File: src/hdl/qseq_consts.svh
/*
 Constants of the status and error queue block: bit positions, masks,
 reset and preset values, queue figures.
 Assumes inclusion by bare name from the design files and the test bench.
*/
`ifndef QSEQ_CONSTS_SVH
`define QSEQ_CONSTS_SVH

// Summary bit positions in the top register
`define QSEQ_VOLT_BIT 0
`define QSEQ_TEMP_BIT 4
// Implemented bits of each register
`define QSEQ_SUM_IMPL 16'h0011
`define QSEQ_VOLT_IMPL 16'h0003
`define QSEQ_TEMP_IMPL 16'h0001
// Sub-register trip bits
`define QSEQ_OV_BIT 0
`define QSEQ_UV_BIT 1
`define QSEQ_OT_BIT 0
// Reset values of the host-written masks
`define QSEQ_ENABLE_RST 16'h0000
`define QSEQ_PTR_RST 16'hFFFF
`define QSEQ_NTR_RST 16'h0000
// Preset values of the summary register masks
`define QSEQ_ENABLE_PRE 16'h0000
`define QSEQ_PTR_PRE 16'hFFFF
`define QSEQ_NTR_PRE 16'h0000
// Queue figures
`define QSEQ_DEPTH 3'h4
`define QSEQ_NO_ERROR 16'h0000
`define QSEQ_OVF_CODE 16'hFEA2
`define QSEQ_OVF_TEXT 8'h0E
`define QSEQ_NOERR_TEXT 8'h08

`endif

File: src/hdl/qseq_pkg.sv
/*
 Types of the status and error queue block: command, answer and entry carriers.
 Assumes the constants header sits beside it.
*/
package qseq_pkg;
	// Host operations
	typedef enum logic [3:0] {
		QSEQ_OP_RD_EVENT = 4'h0,
		QSEQ_OP_RD_COND = 4'h1,
		QSEQ_OP_WR_ENABLE = 4'h2,
		QSEQ_OP_RD_ENABLE = 4'h3,
		QSEQ_OP_WR_PTR = 4'h4,
		QSEQ_OP_RD_PTR = 4'h5,
		QSEQ_OP_WR_NTR = 4'h6,
		QSEQ_OP_RD_NTR = 4'h7,
		QSEQ_OP_ERR_NEXT = 4'h8,
		QSEQ_OP_ERR_CODE = 4'h9,
		QSEQ_OP_ERR_COUNT = 4'hA,
		QSEQ_OP_CLEAR = 4'hB,
		QSEQ_OP_PRESET = 4'hC
	} qseq_op_t;
	// Register selected by a status operation
	typedef enum logic [1:0] {
		QSEQ_TGT_SUM = 2'h0,
		QSEQ_TGT_VOLT = 2'h1,
		QSEQ_TGT_TEMP = 2'h2
	} qseq_tgt_t;
	typedef struct packed {
		logic valid;
		qseq_op_t op;
		qseq_tgt_t tgt;
		logic [15:0] data;
	} qseq_cmd_t;
	typedef struct packed {
		logic valid;
		logic neg;
		logic [19:0] bcd;
		logic [15:0] value;
		logic [7:0] textLen;
	} qseq_rsp_t;
	// Error report from the rest of the device
	typedef struct packed {
		logic valid;
		logic signed [15:0] code;
		logic [7:0] textLen;
	} qseq_err_t;
	// Write strobes into one status register
	typedef struct packed {
		logic enable;
		logic ptr;
		logic ntr;
		logic evRead;
		logic clear;
		logic preset;
		logic [15:0] data;
	} qseq_wr_t;
	typedef struct packed {
		logic [15:0] evt;
		logic [15:0] cond;
		logic [15:0] enable;
		logic [15:0] ptr;
		logic [15:0] ntr;
	} qseq_regs_t;
endpackage

File: src/hdl/qseq_event_reg.sv
/*
 One status register: condition, transition filters, latched event, enable, summary.
 Assumes a condition vector in the clk domain and one-cycle write strobes.
*/
`include "qseq_consts.svh"

module qseq_event_reg #(
	parameter logic [15:0] IMPL = 16'hFFFF
) (
	// Clock and reset
	input wire logic clk,
	input wire logic rst,
	// Live condition
	input wire logic [15:0] cond,
	// Host access
	input wire qseq_pkg::qseq_wr_t wr,
	output qseq_pkg::qseq_regs_t regs,
	output logic summary
);
	import qseq_pkg::*;

	logic [15:0] condNow;
	logic [15:0] rise;
	logic [15:0] fall;
	logic [15:0] condReg;
	logic [15:0] evtReg;
	logic [15:0] enableReg;
	logic [15:0] ptrReg;
	logic [15:0] ntrReg;

	// One driver for the whole register view
	assign regs = '{evt: evtReg, cond: condReg, enable: enableReg, ptr: ptrReg, ntr: ntrReg};

	// Filtered transitions against the stored condition
	assign condNow = cond & IMPL;
	assign rise = condNow & ~condReg & ptrReg;
	assign fall = ~condNow & condReg & ntrReg;

	// Condition snapshot
	always_ff @(posedge clk) begin
		if (rst) begin
			condReg <= 16'h0000;
		end else begin
			condReg <= condNow;
		end
	end

	// Latched events, a new transition beats a clear
	always_ff @(posedge clk) begin
		if (rst) begin
			evtReg <= 16'h0000;
		end else if (wr.clear || wr.evRead) begin
			evtReg <= rise | fall;
		end else begin
			evtReg <= evtReg | rise | fall;
		end
	end

	// Host masks, unimplemented bits held at zero
	always_ff @(posedge clk) begin
		if (rst) begin
			enableReg <= `QSEQ_ENABLE_RST & IMPL;
			ptrReg <= `QSEQ_PTR_RST & IMPL;
			ntrReg <= `QSEQ_NTR_RST & IMPL;
		end else if (wr.preset) begin
			enableReg <= `QSEQ_ENABLE_PRE & IMPL;
			ptrReg <= `QSEQ_PTR_PRE & IMPL;
			ntrReg <= `QSEQ_NTR_PRE & IMPL;
		end else begin
			if (wr.enable) begin
				enableReg <= wr.data & IMPL;
			end
			if (wr.ptr) begin
				ptrReg <= wr.data & IMPL;
			end
			if (wr.ntr) begin
				ntrReg <= wr.data & IMPL;
			end
		end
	end

	// Summary is the OR of enabled events
	always_ff @(posedge clk) begin
		if (rst) begin
			summary <= 1'b0;
		end else begin
			summary <= |(evtReg & enableReg);
		end
	end

	// Checks
	property p_rise_latch;
		@(posedge clk) disable iff (rst)
		(rise != 16'h0000) |=> ((regs.evt & $past(rise)) == $past(rise));
	endproperty
	a_rise_latch: assert property (p_rise_latch) else $error("rise lost");
	property p_summary_or;
		@(posedge clk) disable iff (rst)
		##1 summary == (|($past(regs.evt) & $past(regs.enable)));
	endproperty
	a_summary_or: assert property (p_summary_or) else $error("bad summary");
	property p_unimpl_zero;
		@(posedge clk) disable iff (rst)
		((regs.evt | regs.cond | regs.enable | regs.ptr | regs.ntr) & ~IMPL) == 16'h0000;
	endproperty
	a_unimpl_zero: assert property (p_unimpl_zero) else $error("unused bit set");
	property p_preset_keeps_evt;
		@(posedge clk) disable iff (rst)
		wr.preset && !wr.clear && !wr.evRead |=> regs.enable == (`QSEQ_ENABLE_PRE & IMPL)
			&& ((regs.evt & $past(regs.evt)) == $past(regs.evt));
	endproperty
	a_preset_keeps_evt: assert property (p_preset_keeps_evt) else $error("bad preset");
endmodule

File: src/hdl/qseq_status_queue.sv
/*
 Status summary tree with voltage and temperature sub-registers, and a
 four-entry error/event queue, driven by decoded host status commands.
 Assumes trip pins are asynchronous, error reports and commands come from clk logic.
*/
// What this block does
// - Sixteen-bit summary register for doubtful output
// - Bit 0 summarises the voltage sub-register
// - Bit 4 summarises the temperature sub-register
// - Summary is OR of enabled events
// - Voltage bits: over trip 0, under 1
// - Temperature bit 0 flags over-temperature
// - Host reads event, condition; writes masks, filters
// - Entries carry signed sixteen-bit codes
// - Code zero means none, never stored
// - Entry text length at most 255
// - Entries leave in arrival order
// - Queue holds at most four entries
// - Overflow keeps old, last becomes -350
// - Queue bit set while entries remain
// - Full query returns oldest, removes it
// - Code query returns code, removes entry
// - Count query leaves queue untouched
// - Register answers given in decimal
// - Clear empties events and queue
// - Preset sets summary masks, keeps events
`include "qseq_consts.svh"

module qseq_status_queue (
	// Clock and reset
	input wire logic clk,
	input wire logic rst,
	// Trip pins
	input wire logic overVoltageTrip,
	input wire logic underVoltageTrip,
	input wire logic overTempTrip,
	// Error reports
	input wire qseq_pkg::qseq_err_t errIn,
	// Host commands and answers
	input wire qseq_pkg::qseq_cmd_t cmd,
	output qseq_pkg::qseq_rsp_t rsp,
	// Status byte feeds
	output logic errQueueBit,
	output logic summaryBit
);
	import qseq_pkg::*;

	// Decode of a status operation on one register
	function automatic logic hits(input qseq_cmd_t c, input qseq_op_t o, input int idx);
		return c.valid && c.op == o && c.tgt == qseq_tgt_t'(idx[1:0]);
	endfunction

	// Binary to five decimal digits
	function automatic logic [19:0] toDecimal(input logic [15:0] bin);
		logic [35:0] sh;
		sh = {20'h00000, bin};
		for (int i = 0; i < 16; i++) begin
			for (int d = 0; d < 5; d++) begin
				if (sh[16 + 4 * d +: 4] > 4'h4) begin
					sh[16 + 4 * d +: 4] = sh[16 + 4 * d +: 4] + 4'h3;
				end
			end
			sh = {sh[34:0], 1'b0};
		end
		return sh[35:16];
	endfunction

	// Trip pin synchronisers
	logic [2:0] tripMeta;
	logic [2:0] tripSync;

	always_ff @(posedge clk) begin
		if (rst) begin
			tripMeta <= 3'h0;
			tripSync <= 3'h0;
		end else begin
			tripMeta <= {overTempTrip, underVoltageTrip, overVoltageTrip};
			tripSync <= tripMeta;
		end
	end

	// Status register tree
	logic [15:0] condIn [3];
	qseq_wr_t wr [3];
	qseq_regs_t regs [3];
	logic summaries [3];
	logic [15:0] voltCond;
	logic [15:0] tempCond;
	logic [15:0] sumCond;

	// Conditions of each register
	always_comb begin
		voltCond = 16'h0000;
		voltCond[`QSEQ_OV_BIT] = tripSync[0];
		voltCond[`QSEQ_UV_BIT] = tripSync[1];
		tempCond = 16'h0000;
		tempCond[`QSEQ_OT_BIT] = tripSync[2];
		sumCond = 16'h0000;
		sumCond[`QSEQ_VOLT_BIT] = summaries[1];
		sumCond[`QSEQ_TEMP_BIT] = summaries[2];
	end

	assign condIn[0] = sumCond;
	assign condIn[1] = voltCond;
	assign condIn[2] = tempCond;

	// Three instances, the summary register first
	for (genvar g = 0; g < 3; g++) begin : gRegs
		localparam logic [15:0] MASK = (g == 0) ? `QSEQ_SUM_IMPL :
			(g == 1) ? `QSEQ_VOLT_IMPL : `QSEQ_TEMP_IMPL;

		// Write strobes for this register
		always_comb begin
			wr[g].enable = hits(cmd, QSEQ_OP_WR_ENABLE, g);
			wr[g].ptr = hits(cmd, QSEQ_OP_WR_PTR, g);
			wr[g].ntr = hits(cmd, QSEQ_OP_WR_NTR, g);
			wr[g].evRead = hits(cmd, QSEQ_OP_RD_EVENT, g);
			wr[g].clear = cmd.valid && cmd.op == QSEQ_OP_CLEAR;
			wr[g].preset = (g == 0) && cmd.valid && cmd.op == QSEQ_OP_PRESET;
			wr[g].data = cmd.data;
		end

		qseq_event_reg #(
			.IMPL(MASK)
		) uReg (
			.clk(clk),
			.rst(rst),
			.cond(condIn[g]),
			.wr(wr[g]),
			.regs(regs[g]),
			.summary(summaries[g])
		);
	end

	// Summary register sits on the status byte
	always_ff @(posedge clk) begin
		if (rst) begin
			summaryBit <= 1'b0;
		end else begin
			summaryBit <= summaries[0];
		end
	end

	// Error queue storage
	logic [15:0] codes [4];
	logic [7:0] lens [4];
	logic [1:0] head;
	logic [2:0] count;
	logic [2:0] next_count;
	logic isClear;
	logic push;
	logic pop;
	logic pushStore;
	logic overflow;
	logic [1:0] tail;
	logic [1:0] lastSlot;

	// Queue traffic this cycle
	always_comb begin
		isClear = cmd.valid && cmd.op == QSEQ_OP_CLEAR;
		push = errIn.valid && errIn.code != `QSEQ_NO_ERROR;
		pop = cmd.valid && (cmd.op == QSEQ_OP_ERR_NEXT || cmd.op == QSEQ_OP_ERR_CODE)
			&& count != 3'h0 && !isClear;
		pushStore = push && (count != `QSEQ_DEPTH || pop);
		overflow = push && count == `QSEQ_DEPTH && !pop && !isClear;
		tail = head + count[1:0];
		lastSlot = head + 2'h3;
		if (isClear) begin
			next_count = push ? 3'h1 : 3'h0;
		end else begin
			next_count = count + {2'h0, pushStore} - {2'h0, pop};
		end
	end

	// Head and fill level
	always_ff @(posedge clk) begin
		if (rst) begin
			head <= 2'h0;
			count <= 3'h0;
		end else begin
			count <= next_count;
			if (isClear) begin
				head <= 2'h0;
			end else if (pop) begin
				head <= head + 2'h1;
			end
		end
	end

	// Entry writes: new entry at tail, overflow marks last slot
	always_ff @(posedge clk) begin
		if (rst) begin
			for (int i = 0; i < 4; i++) begin
				codes[i] <= `QSEQ_NO_ERROR;
				lens[i] <= 8'h00;
			end
		end else if (isClear && push) begin
			codes[0] <= errIn.code;
			lens[0] <= errIn.textLen;
		end else if (overflow) begin
			codes[lastSlot] <= `QSEQ_OVF_CODE;
			lens[lastSlot] <= `QSEQ_OVF_TEXT;
		end else if (pushStore && !isClear) begin
			codes[tail] <= errIn.code;
			lens[tail] <= errIn.textLen;
		end
	end

	// Error-queue bit of the status byte
	always_ff @(posedge clk) begin
		if (rst) begin
			errQueueBit <= 1'b0;
		end else begin
			errQueueBit <= next_count != 3'h0;
		end
	end

	// Answer selection
	qseq_rsp_t next_rsp;
	qseq_regs_t sel;
	logic [15:0] mag;

	always_comb begin
		sel = regs[0];
		if (cmd.tgt == QSEQ_TGT_VOLT) begin
			sel = regs[1];
		end else if (cmd.tgt == QSEQ_TGT_TEMP) begin
			sel = regs[2];
		end
		next_rsp = '0;
		next_rsp.valid = cmd.valid;
		unique case (cmd.op)
			QSEQ_OP_RD_EVENT: next_rsp.value = sel.evt;
			QSEQ_OP_RD_COND: next_rsp.value = sel.cond;
			QSEQ_OP_RD_ENABLE: next_rsp.value = sel.enable;
			QSEQ_OP_RD_PTR: next_rsp.value = sel.ptr;
			QSEQ_OP_RD_NTR: next_rsp.value = sel.ntr;
			QSEQ_OP_ERR_NEXT: begin
				next_rsp.value = pop ? codes[head] : `QSEQ_NO_ERROR;
				next_rsp.textLen = pop ? lens[head] : `QSEQ_NOERR_TEXT;
			end
			QSEQ_OP_ERR_CODE: next_rsp.value = pop ? codes[head] : `QSEQ_NO_ERROR;
			QSEQ_OP_ERR_COUNT: next_rsp.value = {13'h0000, count};
			default: next_rsp.valid = 1'b0;
		endcase
		if (cmd.tgt == 2'h3 && cmd.op <= QSEQ_OP_RD_NTR) begin
			next_rsp.valid = 1'b0;
		end
		next_rsp.neg = (cmd.op == QSEQ_OP_ERR_NEXT || cmd.op == QSEQ_OP_ERR_CODE)
			&& next_rsp.value[15];
		mag = next_rsp.neg ? (~next_rsp.value + 16'h0001) : next_rsp.value;
		next_rsp.bcd = toDecimal(mag);
	end

	// Registered answer
	always_ff @(posedge clk) begin
		if (rst) begin
			rsp <= '0;
		end else begin
			rsp <= next_rsp;
		end
	end

	// Checks
	property p_depth;
		@(posedge clk) disable iff (rst)
		count <= `QSEQ_DEPTH;
	endproperty
	a_depth: assert property (p_depth) else $error("queue too deep");
	property p_zero_dropped;
		@(posedge clk) disable iff (rst)
		errIn.valid && errIn.code == `QSEQ_NO_ERROR && !pop && !isClear |=>
			count == $past(count);
	endproperty
	a_zero_dropped: assert property (p_zero_dropped) else $error("zero stored");
	property p_overflow;
		@(posedge clk) disable iff (rst)
		overflow |=> count == `QSEQ_DEPTH && codes[$past(lastSlot)] == `QSEQ_OVF_CODE
			&& codes[head] == $past(codes[head]);
	endproperty
	a_overflow: assert property (p_overflow) else $error("overflow wrong");
	property p_oldest_first;
		@(posedge clk) disable iff (rst)
		pop |=> rsp.valid && rsp.value == $past(codes[head]) && head == $past(head) + 2'h1;
	endproperty
	a_oldest_first: assert property (p_oldest_first) else $error("not oldest");
	property p_err_bit;
		@(posedge clk) disable iff (rst)
		errQueueBit == (count != 3'h0);
	endproperty
	a_err_bit: assert property (p_err_bit) else $error("queue bit wrong");
	property p_count_query;
		@(posedge clk) disable iff (rst)
		cmd.valid && cmd.op == QSEQ_OP_ERR_COUNT && !push |=>
			rsp.value == {13'h0000, $past(count)} && count == $past(count);
	endproperty
	a_count_query: assert property (p_count_query) else $error("count wrong");
	property p_empty_query;
		@(posedge clk) disable iff (rst)
		cmd.valid && cmd.op == QSEQ_OP_ERR_NEXT && count == 3'h0 && !push |=>
			rsp.value == 16'h0000 && rsp.textLen == `QSEQ_NOERR_TEXT && count == 3'h0;
	endproperty
	a_empty_query: assert property (p_empty_query) else $error("empty answer wrong");
	property p_clear;
		@(posedge clk) disable iff (rst)
		isClear && !push |=> count == 3'h0 && !errQueueBit;
	endproperty
	a_clear: assert property (p_clear) else $error("clear failed");
	property p_decimal;
		@(posedge clk) disable iff (rst)
		rsp.valid && !rsp.neg && rsp.value == 16'h0011 |-> rsp.bcd == 20'h00017;
	endproperty
	a_decimal: assert property (p_decimal) else $error("bad decimal");
	property p_volt_summary;
		@(posedge clk) disable iff (rst)
		regs[0].cond[`QSEQ_VOLT_BIT] == $past(summaries[1]);
	endproperty
	a_volt_summary: assert property (p_volt_summary) else $error("bit 0 wrong");
	c_overflow: cover property (@(posedge clk) disable iff (rst) overflow);
	c_pop_full: cover property (@(posedge clk) disable iff (rst) pop && count == `QSEQ_DEPTH);
	c_clear_push: cover property (@(posedge clk) disable iff (rst) isClear && push);
	c_summary: cover property (@(posedge clk) disable iff (rst) $rose(summaryBit));
endmodule

File: config.mk
export PLATFORM = sky130hd
export DESIGN_NAME = qseq_status_queue
export DESIGN_NICKNAME = d
export VERILOG_FILES = /design/src/hdl/qseq_pkg.sv /design/src/hdl/qseq_event_reg.sv /design/src/hdl/qseq_status_queue.sv
export VERILOG_INCLUDE_DIRS = /design/src /design/src/hdl
export SDC_FILE = /design/constraint.sdc
export NUM_CORES = 1
export LEC_CHECK = 0
export ABC_AREA = 1
export BUFFER_PORTS_ARGS = -buffer_cell sky130_fd_sc_hd__buf_4
export CORE_MARGIN = 2
export CORE_UTILIZATION = 45
export CTS_CLUSTER_SIZE = 30
export DETAILED_ROUTE_END_ITERATION = 6
export HOLD_SLACK_MARGIN = 0.12
export PLACE_DENSITY = 0.66
export REMOVE_ABC_BUFFERS = 1
export SETUP_SLACK_MARGIN = 0.3
export SLEW_MARGIN = 20
export SYNTH_ARGS = -nofsm -noshare
export SYNTH_HDL_FRONTEND = slang
export SYNTH_SLANG_ARGS = --single-unit
File: constraint.sdc
create_clock -name clk -period 16.3 [get_ports clk]
set_clock_uncertainty 0.1 [all_clocks]
set_input_delay 1.63 -clock clk [delete_from_list [all_inputs] [get_ports clk]]
set_output_delay 1.63 -clock clk [all_outputs]
set_load 0.05 [all_outputs]
==> results of run 1 <==
==> worst register-to-register path: cells and delay by family (launching register included) <==
family	cells	cell delay [ns]
buffers and inverters	16	2.11
AOI/OAI and AO/OA	2	0.22
DFF	1	0.30
adders and majority gates	14	2.98
and+or+nand+nor	52	5.69
xor gates and xnor gates	4	0.78
==> area by class of cell <==
| class | count | share of cell area [%] |
|---|---|---|
| clock inverter | 15 | 1.630 |
| tap | 335 | 3.069 |
| multi-input combinational | 1185 | 45.90 |
| sequential | 184 | 34.00 |
| inverter | 255 | 7.007 |
| clock buffer | 17 | 3.114 |
| timing repair buffer | 96 | 5.276 |
==> layout by cell type, fill, tap and decap left out, types with 4 or more instances in the layout <==
cell | synthesis | layout
o21ai_0 | 53 | 53
inv_12 | 0 | 5
nand2_4 | 20 | 20
xnor2_1 | 4 | 4
inv_1 | 220 | 220
o21ai_2 | 11 | 11
nand4_1 | 9 | 9
and2_1 | 5 | 5
ha_1 | 46 | 46
xor2_1 | 11 | 11
nand2_2 | 55 | 55
nand3_1 | 139 | 139
clkbuf_16 | 0 | 17
inv_8 | 0 | 4
a31oi_1 | 9 | 9
nor4_1 | 4 | 4
o21ai_1 | 11 | 11
edfxtp_1 | 96 | 96
buf_4 | 4 | 96
nor3_1 | 11 | 11
nor2_1 | 225 | 225
nand3b_1 | 8 | 8
a21oi_1 | 58 | 58
nand2_1 | 417 | 417
inv_2 | 32 | 32
dfxtp_1 | 88 | 88
nor2_2 | 7 | 7
nand3_2 | 23 | 23
o211ai_1 | 8 | 8
==> worst paths after layout <==
path                                  start          end  depth (start not counted)
worst max-delay path                cmd[17]      rsp[26]                         88
worst max register to register    flip-flop      rsp[26]                         88
worst min register to register  tripMeta[2]  tripSync[2]                          2
worst min-delay path            tripMeta[2]  tripSync[2]                          2
==> state kept, by name, summed over array words and instances, names as in the netlist, named ones only <==
signal / count
codes: 64
rsp: 45
lens: 32
gRegs.uReg.condReg: 5
gRegs.uReg.enableReg: 5
gRegs.uReg.evtReg: 5
gRegs.uReg.ntrReg: 5
gRegs.uReg.ptrReg: 5
count: 3
gRegs.uReg.summary: 3
tripMeta: 3
tripSync: 3
head: 2
errQueueBit: 1
summaryBit: 1
==> cells by family after synthesis <==
| family | after synthesis |
|---|---|
| AOI/OAI and AO/OA | 182 |
| DFF | 184 |
| adders and majority gates | 47 |
| xor gates and xnor gates | 20 |
| and+or+nand+nor | 936 |
| buffers and inverters | 294 |
==> metrics by stage <==
stage	cells	power [W]	util, %	area [um^2]	setup WS (ns)
2_1_floorplan	1624	0.001154	-	11860	4.597
3_3_place_gp	2055	0.001273	49.65	13010	3.668
3_5_place_dp	2055	0.001293	49.65	13010	3.368
4_1_cts	2087	0.001758	52.12	13660	3.769
5_1_grt	2087	0.001881	52.12	13660	2.564
6_report	2087	0.001750	52.12	13660	3.735
==> power groups by stage <==
stage          registers, W  logic [W]  clock network (W)
4_1_cts            0.000553   0.000738           0.000467
2_1_floorplan      0.000604   0.000550                  0
3_3_place_gp       0.000562   0.000711                  0
6_report           0.000552   0.000737           0.000461
5_1_grt            0.000557   0.000840           0.000485
3_5_place_dp       0.000563   0.000730                  0
==> per-layer routing <==
layer  wire length (um)  GRT usage, %  share of wire (%)
met5                  0             0                  0
met2              13600         36.48                 49
met3               1062         2.576                3.9
met1              12330         24.68                 45
met4                511         6.238                1.9
==> flow_summary.toml, run 1 <==
[detailed_routing]
drt_iter0_drc = 624
drcViolationCount = 0
first_pass_iters = 5
ant_nets = 0
vias_per_cell = 5.034
wl_per_cell_um = 13.18
num_vias = 10505
routed_wl_um = 27510

[cells_and_area]
multi_input_area_um2 = 6270
layout.nets = 1839
drive_gt1_share_pct = 17.12
num_antenna_cells = 0
fill_cells = 2497
areaGrowthSynthToFinish_pct = 13.29
seq_area_um2 = 4644

[clock_tree]
cts.clk_slew.worst_paths_ns = 0.08
cts.path.max_buffers = 2
cts_hold_buffers = 0
clk_latency_ns = 0.45
cts_buffers = 17
cts_num_sinks = 184
clock-root-buffer = "clkbuf_16"
cts_resized = 0
cts_tree = "yes"
cts_setup_buffers = 0
h-tree-depth = 4

[pwr]
power.switching_w = 0.0007296
clkPwrFrac_pct = 26.3
swShare_pct = 41.69
vdd_drop_max_v = 0.00008869
power_leakage_nw = 6.933
pwr_density_cell_nw_per_um2 = 128.1
seqPwrFrac_pct = 31.6
intPower_w = 0.001020
comb_power_share_pct = 42.1

[timing]
setup_viol = 0
hold_viol = 0
fin_crit_sh_pct = 77.09
slew_violations = 0
slew_headroom_pct = 27.95
holdWs_ns = 0.3036
max_freq_mhz = 79.59
rsz0062_at_grt = "false"
worst_slew_pin_slew_ns = 1.078
setup_tns_ns = 0
period_needed_ns = 12.56

[setup_path]
critical_path.top_delay_family = "simple AND/OR/NAND/NOR gates"
reg2reg_slack_ns = 4.02
cpPeakStageDelay_ns = 0.25
critPathCaptureType = "flip-flop"
slowest_stage = "nor2_2"
crit_type = "in2reg"
crit_top_cell = "nand2_1"
required_ns = 16.53
crit_path_start_kind = "primary input"
arrival_ns = 12.80
path_max_fanout = 8
path_buf_inv = 16

[grt]
grt_pass1_vias = 9978
track_usage_pct = 20.05
grt_overflow_total = 0
grt_pass1_wl_um = 46230
antenna_found_initial = 0
grt_max_degree = 53

[yosys]
ys_top_cells_by_count = "nand2_1 (417), nor2_1 (225), inv_1 (220)"
synth_most_common_cell = "nand2_1"
syn_area_um2 = 12060
avgSynthCellArea_um2 = 7.250
synth_top_flop_cell = "edfxtp_1"
synth_fa_ha_area_share_pct = 4.940
synth_mux_area_share_pct = 0
yosysUniqueCellTypes = 59
ys_seq_area_share_pct = 38.52
synth_xor_area_share_pct = 1.951
synth_edf_count = 96
yosysTopAreaCell = "edfxtp_1"
syn_inst = 1663
yosys-top-cells-area = "edfxtp_1 (24%), dfxtp_1 (15%), nand2_1 (13%)"
synth_top_family_by_area = "simple AND/OR/NAND/NOR gates"
synth_compound_area_share_pct = 9.184
yosys.area_share.simple_pct = 35.82
async_reset_ff_share_pct = 0
yosysWarnings = 0
synth_top_area_share_pct = 23.91
ys_ff_latch = 184

[placed_design]
hpwl_um = 19350
portBuffers = 87
gp_routability_congestion = 0.8623

[floorplan]
initial_core_util_pct = 46.01
die_area_um2 = 28120
die_h_um = 167.7
die_x_um = 167.7
io_pins = 101
coreArea_um2 = 26210
num_rows = 59

[run_status]
outcome = "completed"

[hold_path]
hold_class = "reg2reg"

[run]
maxCapViolCount = 0
No activity file was read; power rests on OpenSTA's default activity.
==> run 2, diff against run 1 <==
- clock period: 16.3 -> 12.8 ns (I/O delays scaled with it)
==> run 2 against run 1 <==
Power is 26% higher. Design area is 0.84% higher. Clock power is 23% higher. Largest cell class unchanged.
==> flow_summary.toml, run 2 (same netlist as run 1, synthesis figures left out) <==
[run_status]
outcome = "completed"

[cells_and_area]
drive_gt1_share_pct = 18.43
mostFrequentLayoutCells = "nand2_1 (412), nor2_1 (220), inv_1 (218), nand3_1 (137), buf_4 (102)"
fill_cells = 2486
largest_reg_flops = 64
num_antenna_cells = 0
areaGrowthSynthToFinish_pct = 14.25
final_util_pct = 52.56
layout.nets = 1845
layout_commonest_cell = "nand2_1"
top_register = "codes"
top_regs = "codes (64), rsp (45), lens (32)"
postLayoutCellArea_um2 = 13770

[detailed_routing]
vias_per_cell = 5.024
drt_iter0_drc = 643
ant_nets = 0
routed_wl_um = 27380
drcViolationCount = 0
num_vias = 10515
wl_per_cell_um = 13.08
first_pass_iters = 5

[timing]
max_freq_mhz = 87.01
worst_slew_pin_slew_ns = 1.100
period_needed_ns = 11.49
fin_crit_sh_pct = 89.79
holdWs_ns = 0.3045
setup_viol = 0
setup_tns_ns = 0
slew_headroom_pct = 26.02
hold_viol = 0
rsz0062_at_grt = "false"
slew_violations = 0

[grt]
grt_max_degree = 53
grt_pass1_wl_um = 45890
antenna_found_initial = 0
track_usage_pct = 19.81
grt_pass1_vias = 9958
grt_overflow_total = 0

[clock_tree]
cts_buffers = 17
cts.path.max_buffers = 2
clock-root-buffer = "clkbuf_16"
cts.clk_slew.worst_paths_ns = 0.09
cts_hold_buffers = 0
clk_latency_ns = 0.44
h-tree-depth = 4
cts_num_sinks = 184
cts_tree = "yes"

[setup_path]
required_ns = 13.04
crit_path_start_kind = "primary input"
cpPeakStageDelay_ns = 0.24
cp-startpoint = "cmd[17]"
arrival_ns = 11.74
crit_top_cell = "nand2_1"
slowest_stage = "nand3b_2"
crit_type = "in2reg"
critPathCaptureType = "flip-flop"
path_max_fanout = 8

[placed_design]
portBuffers = 87
hpwl_um = 19240
place_area_um2 = 13040
gp_routability_congestion = 0.8940

[floorplan]
die_h_um = 167.7
coreArea_um2 = 26210
num_rows = 59
die_x_um = 167.7
initial_core_util_pct = 46.01
io_pins = 101
die_area_um2 = 28120

[pwr]
comb_power_share_pct = 42.5
vdd_drop_max_v = 0.0001241
intPower_w = 0.001283
swShare_pct = 41.84
power.switching_w = 0.0009228
pwr_density_cell_nw_per_um2 = 160.1
power_leakage_nw = 6.959
seqPwrFrac_pct = 31.9
clkPwrFrac_pct = 25.6

[hold_path]
hold_class = "reg2reg"
hold_start = "tripMeta[2]"

[run]
maxCapViolCount = 0
-- run 2: power groups by stage --
| stage | sequential [W] | clock [W] | combinational (W) |
|---|---|---|---|
| CTS | 0.000704 | 0.000574 | 0.000934 |
| global route | 0.000709 | 0.000599 | 0.00108 |
| finish | 0.000704 | 0.000565 | 0.000936 |
| detailed placement | 0.000717 | 0 | 0.000929 |
| global placement | 0.000716 | 0 | 0.000907 |
| floorplan | 0.000769 | 0 | 0.000700 |
-- run 2: path summary, 6_finish.rpt --
check / endpoint / slack [ns] / cells after the start
worst min register to register: tripSync[2] / 0.30 / 2
worst max-delay path: rsp[30] / 1.31 / 87
worst max register to register: rsp[30] / 1.60 / 88
worst min-delay path: tripSync[2] / 0.30 / 2
-- run 2: final cells by class --
cell class                 instances  area (um^2)  area share [%]
multi-input combinational       1185         6366           46.22
sequential                       184         4644           33.72
inverter                         255        957.2           6.949
timing repair buffer             102        765.7           5.559
clock buffer                      17        425.4           3.088
tap                              335        419.2           3.043
clock inverter                    15        196.4           1.426
-- run 2: timing repair --
action                                  CTS  global route
endpoints found under the hold margin     0             0
resized for setup                         0            26
endpoints found under the setup margin    0            18
setup buffers                             0             2
-- run 2: worst max-delay path, delay by kind of cell --
kind / cells / cell delay, ns
simple gates: 52 / 5.55
buf+inv: 16 / 1.31
compound gates: 2 / 0.26
xor+xnor: 3 / 0.57
fa+ha+maj: 14 / 2.81
-- run 2: per-layer routing --
metal	vias to the layer above	wire length [um]	GRT usage [%]	share of wire, %
li1	5474	-	-	-
met3	33	1176	2.860	4.3
met5	-	0	0	0
met1	4779	12340	24.47	45
met2	229	13440	35.83	49
met4	0	418	5.860	1.5
-- run 2: per-stage QoR --
stage          setup WS (ns)  std cells  power, W
6_report               1.307       2093  0.002206
5_1_grt               0.2858       2093  0.002385
4_1_cts               0.7953       2091  0.002212
3_5_place_dp          0.3495       2059  0.001646
3_3_place_gp          0.6033       2059  0.001623
2_1_floorplan          1.447       1624  0.001470
==> run 3, diff against run 2 <==
==> constraint.sdc (replaced) <==
create_clock -name clk -period 12.8 [get_ports clk]
set_clock_uncertainty 0.1 [all_clocks]
set_input_delay 2.56 -clock clk [delete_from_list [all_inputs] [get_ports clk]]
set_output_delay 2.56 -clock clk [all_outputs]
set_load 0.05 [all_outputs]
==> run 3 against run 2 <==
Worst hold slack worse by 0.0015 ns. First-iteration DRC count is 7.0% lower. Utilization is 1.4 points higher. Combinational power up 10%. Sequential share of layout area fell by 0.85 points. Non-clock buffer count rose by 31.
==> flow_summary.toml, run 3 (same netlist as run 1, synthesis figures left out) <==
[detailed_routing]
vias_per_cell = 5.093
drt_iter0_drc = 598
first_pass_iters = 5
routed_wl_um = 28280
drcViolationCount = 0
ant_nets = 0
num_vias = 10817
wl_per_cell_um = 13.31

[setup_path]
crit_top_cell = "nand2_1"
arrival_ns = 12.00
cpPeakStageDelay_ns = 0.20
path_max_fanout = 5
crit_path_start_kind = "primary input"
slowest_stage = "nor2_4"
required_ns = 13.04
crit_type = "in2reg"
critPathCaptureType = "flip-flop"

[floorplan]
coreArea_um2 = 26210
num_rows = 59
die_area_um2 = 28120
die_x_um = 167.7
die_h_um = 167.7
io_pins = 101
initial_core_util_pct = 46.01

[cells_and_area]
areaGrowthSynthToFinish_pct = 17.21
mostFrequentLayoutCells = "nand2_1 (408), nor2_1 (220), inv_1 (210), nand3_1 (135), buf_4 (131)"
top_register = "codes"
layout_commonest_cell = "nand2_1"
top_regs = "codes (64), rsp (45), lens (32)"
num_antenna_cells = 0
layout.nets = 1876
final_util_pct = 53.92
largest_reg_flops = 64
drive_gt1_share_pct = 21.52

[timing]
fin_crit_sh_pct = 91.85
setup_slack_ns = 1.043
max_freq_mhz = 85.05
worst_slew_pin_slew_ns = 1.065
slew_violations = 0
slew_headroom_pct = 28.84
hold_viol = 0
rsz0062_at_grt = "false"
setup_viol = 0
period_needed_ns = 11.76

[clock_tree]
h-tree-depth = 4
cts_num_sinks = 184
cts.path.max_buffers = 2
cts_hold_buffers = 0
cts_tree = "yes"
cts_buffers = 17
clk_latency_ns = 0.45
clock-root-buffer = "clkbuf_16"
cts.clk_slew.worst_paths_ns = 0.08

[run]
maxCapViolCount = 0

[placed_design]
gp_routability_congestion = 0.8823
hpwl_um = 19480
portBuffers = 87
dp_slack_ns = -0.2324

[grt]
grt_pass1_wl_um = 46800
grt_max_degree = 53
track_usage_pct = 20.36
antenna_found_initial = 0
grt_overflow_total = 0
grt_pass1_vias = 10195

[run_status]
outcome = "completed"

[pwr]
power_leakage_nw = 7.117
pwr_density_cell_nw_per_um2 = 162.9
vdd_drop_max_v = 0.0001353

[hold_path]
hold_class = "reg2reg"
-- run 3: changes by cell type in the layout (fill, tap and decap cells not counted), sizes merged --
cell,delta
inv,-3
buf,+31
clkinv,+3
-- run 3: metrics by stage --
step                hold slack [ns]  area [um^2]  setup TNS, ns  std cells  total power (W)
finish                       0.3029        14130              0       2124         0.002302
global route                 0.3133        14130              0       2124         0.002479
CTS                          0.3049        13840              0       2113         0.002235
detailed placement           0.2925        13200         -1.773       2080         0.001660
global placement             0.2905        13200       -0.02471       2080         0.001633
floorplan                    0.2883        11860              0       1624         0.001470
-- run 3: final timing paths --
kind,slack (ns),startpoint,cells after the start,endpoint
setup / recovery,1.04,cmd[18],90,rsp[25]
hold reg to reg,0.30,tripMeta[1],2,tripSync[1]
hold / removal,0.30,tripMeta[1],2,tripSync[1]
setup reg to reg,2.37,flip-flop,89,rsp[25]
-- run 3: metal layers --
metal,GRT usage [%],part of all wire (%),up-vias
met3,2.482,4.0,45
met5,0,0,-
met2,37.40,50,249
met1,24.86,44,4986
li1,-,-,5537
met4,6.314,1.9,0
-- run 3: report_power, final --
group / internal [W] / switching [W] / total [W] / leakage [nW]
Clock: 0.000273 / 0.000295 / 0.000567 / 0.303
Combinational: 0.000379 / 0.000652 / 0.00103 / 5.10
Sequential: 0.000686 / 0.0000179 / 0.000704 / 1.71
Total: 0.00134 / 0.000964 / 0.00230 / 7.12
-- run 3: final cells by class --
class	instances	area (um^2)
repair buffers	133	1006
fillers	2432	12080
inverters	255	959.7
flip-flops and latches	184	4644
multi-input cells	1185	6472
clock buffers	17	425.4
clock inverters	15	203.9
well taps	335	419.2
-- run 3: worst max-delay path, delay by kind of cell --
family / cells / cell delay, ns
xor+xnor: 4 / 0.63
compound gates: 1 / 0.17
buf+inv: 16 / 1.05
simple gates: 55 / 4.92
fa+ha+maj: 14 / 2.64
-- run 3: what timing repair did --
action	4_1_cts	5_1_grt
pin swaps	2	15
resized for setup	2	67
gates cloned	0	0
buffers inserted	1	11
endpoints found under the hold margin	0	0
setup endpoints to repair	7	19
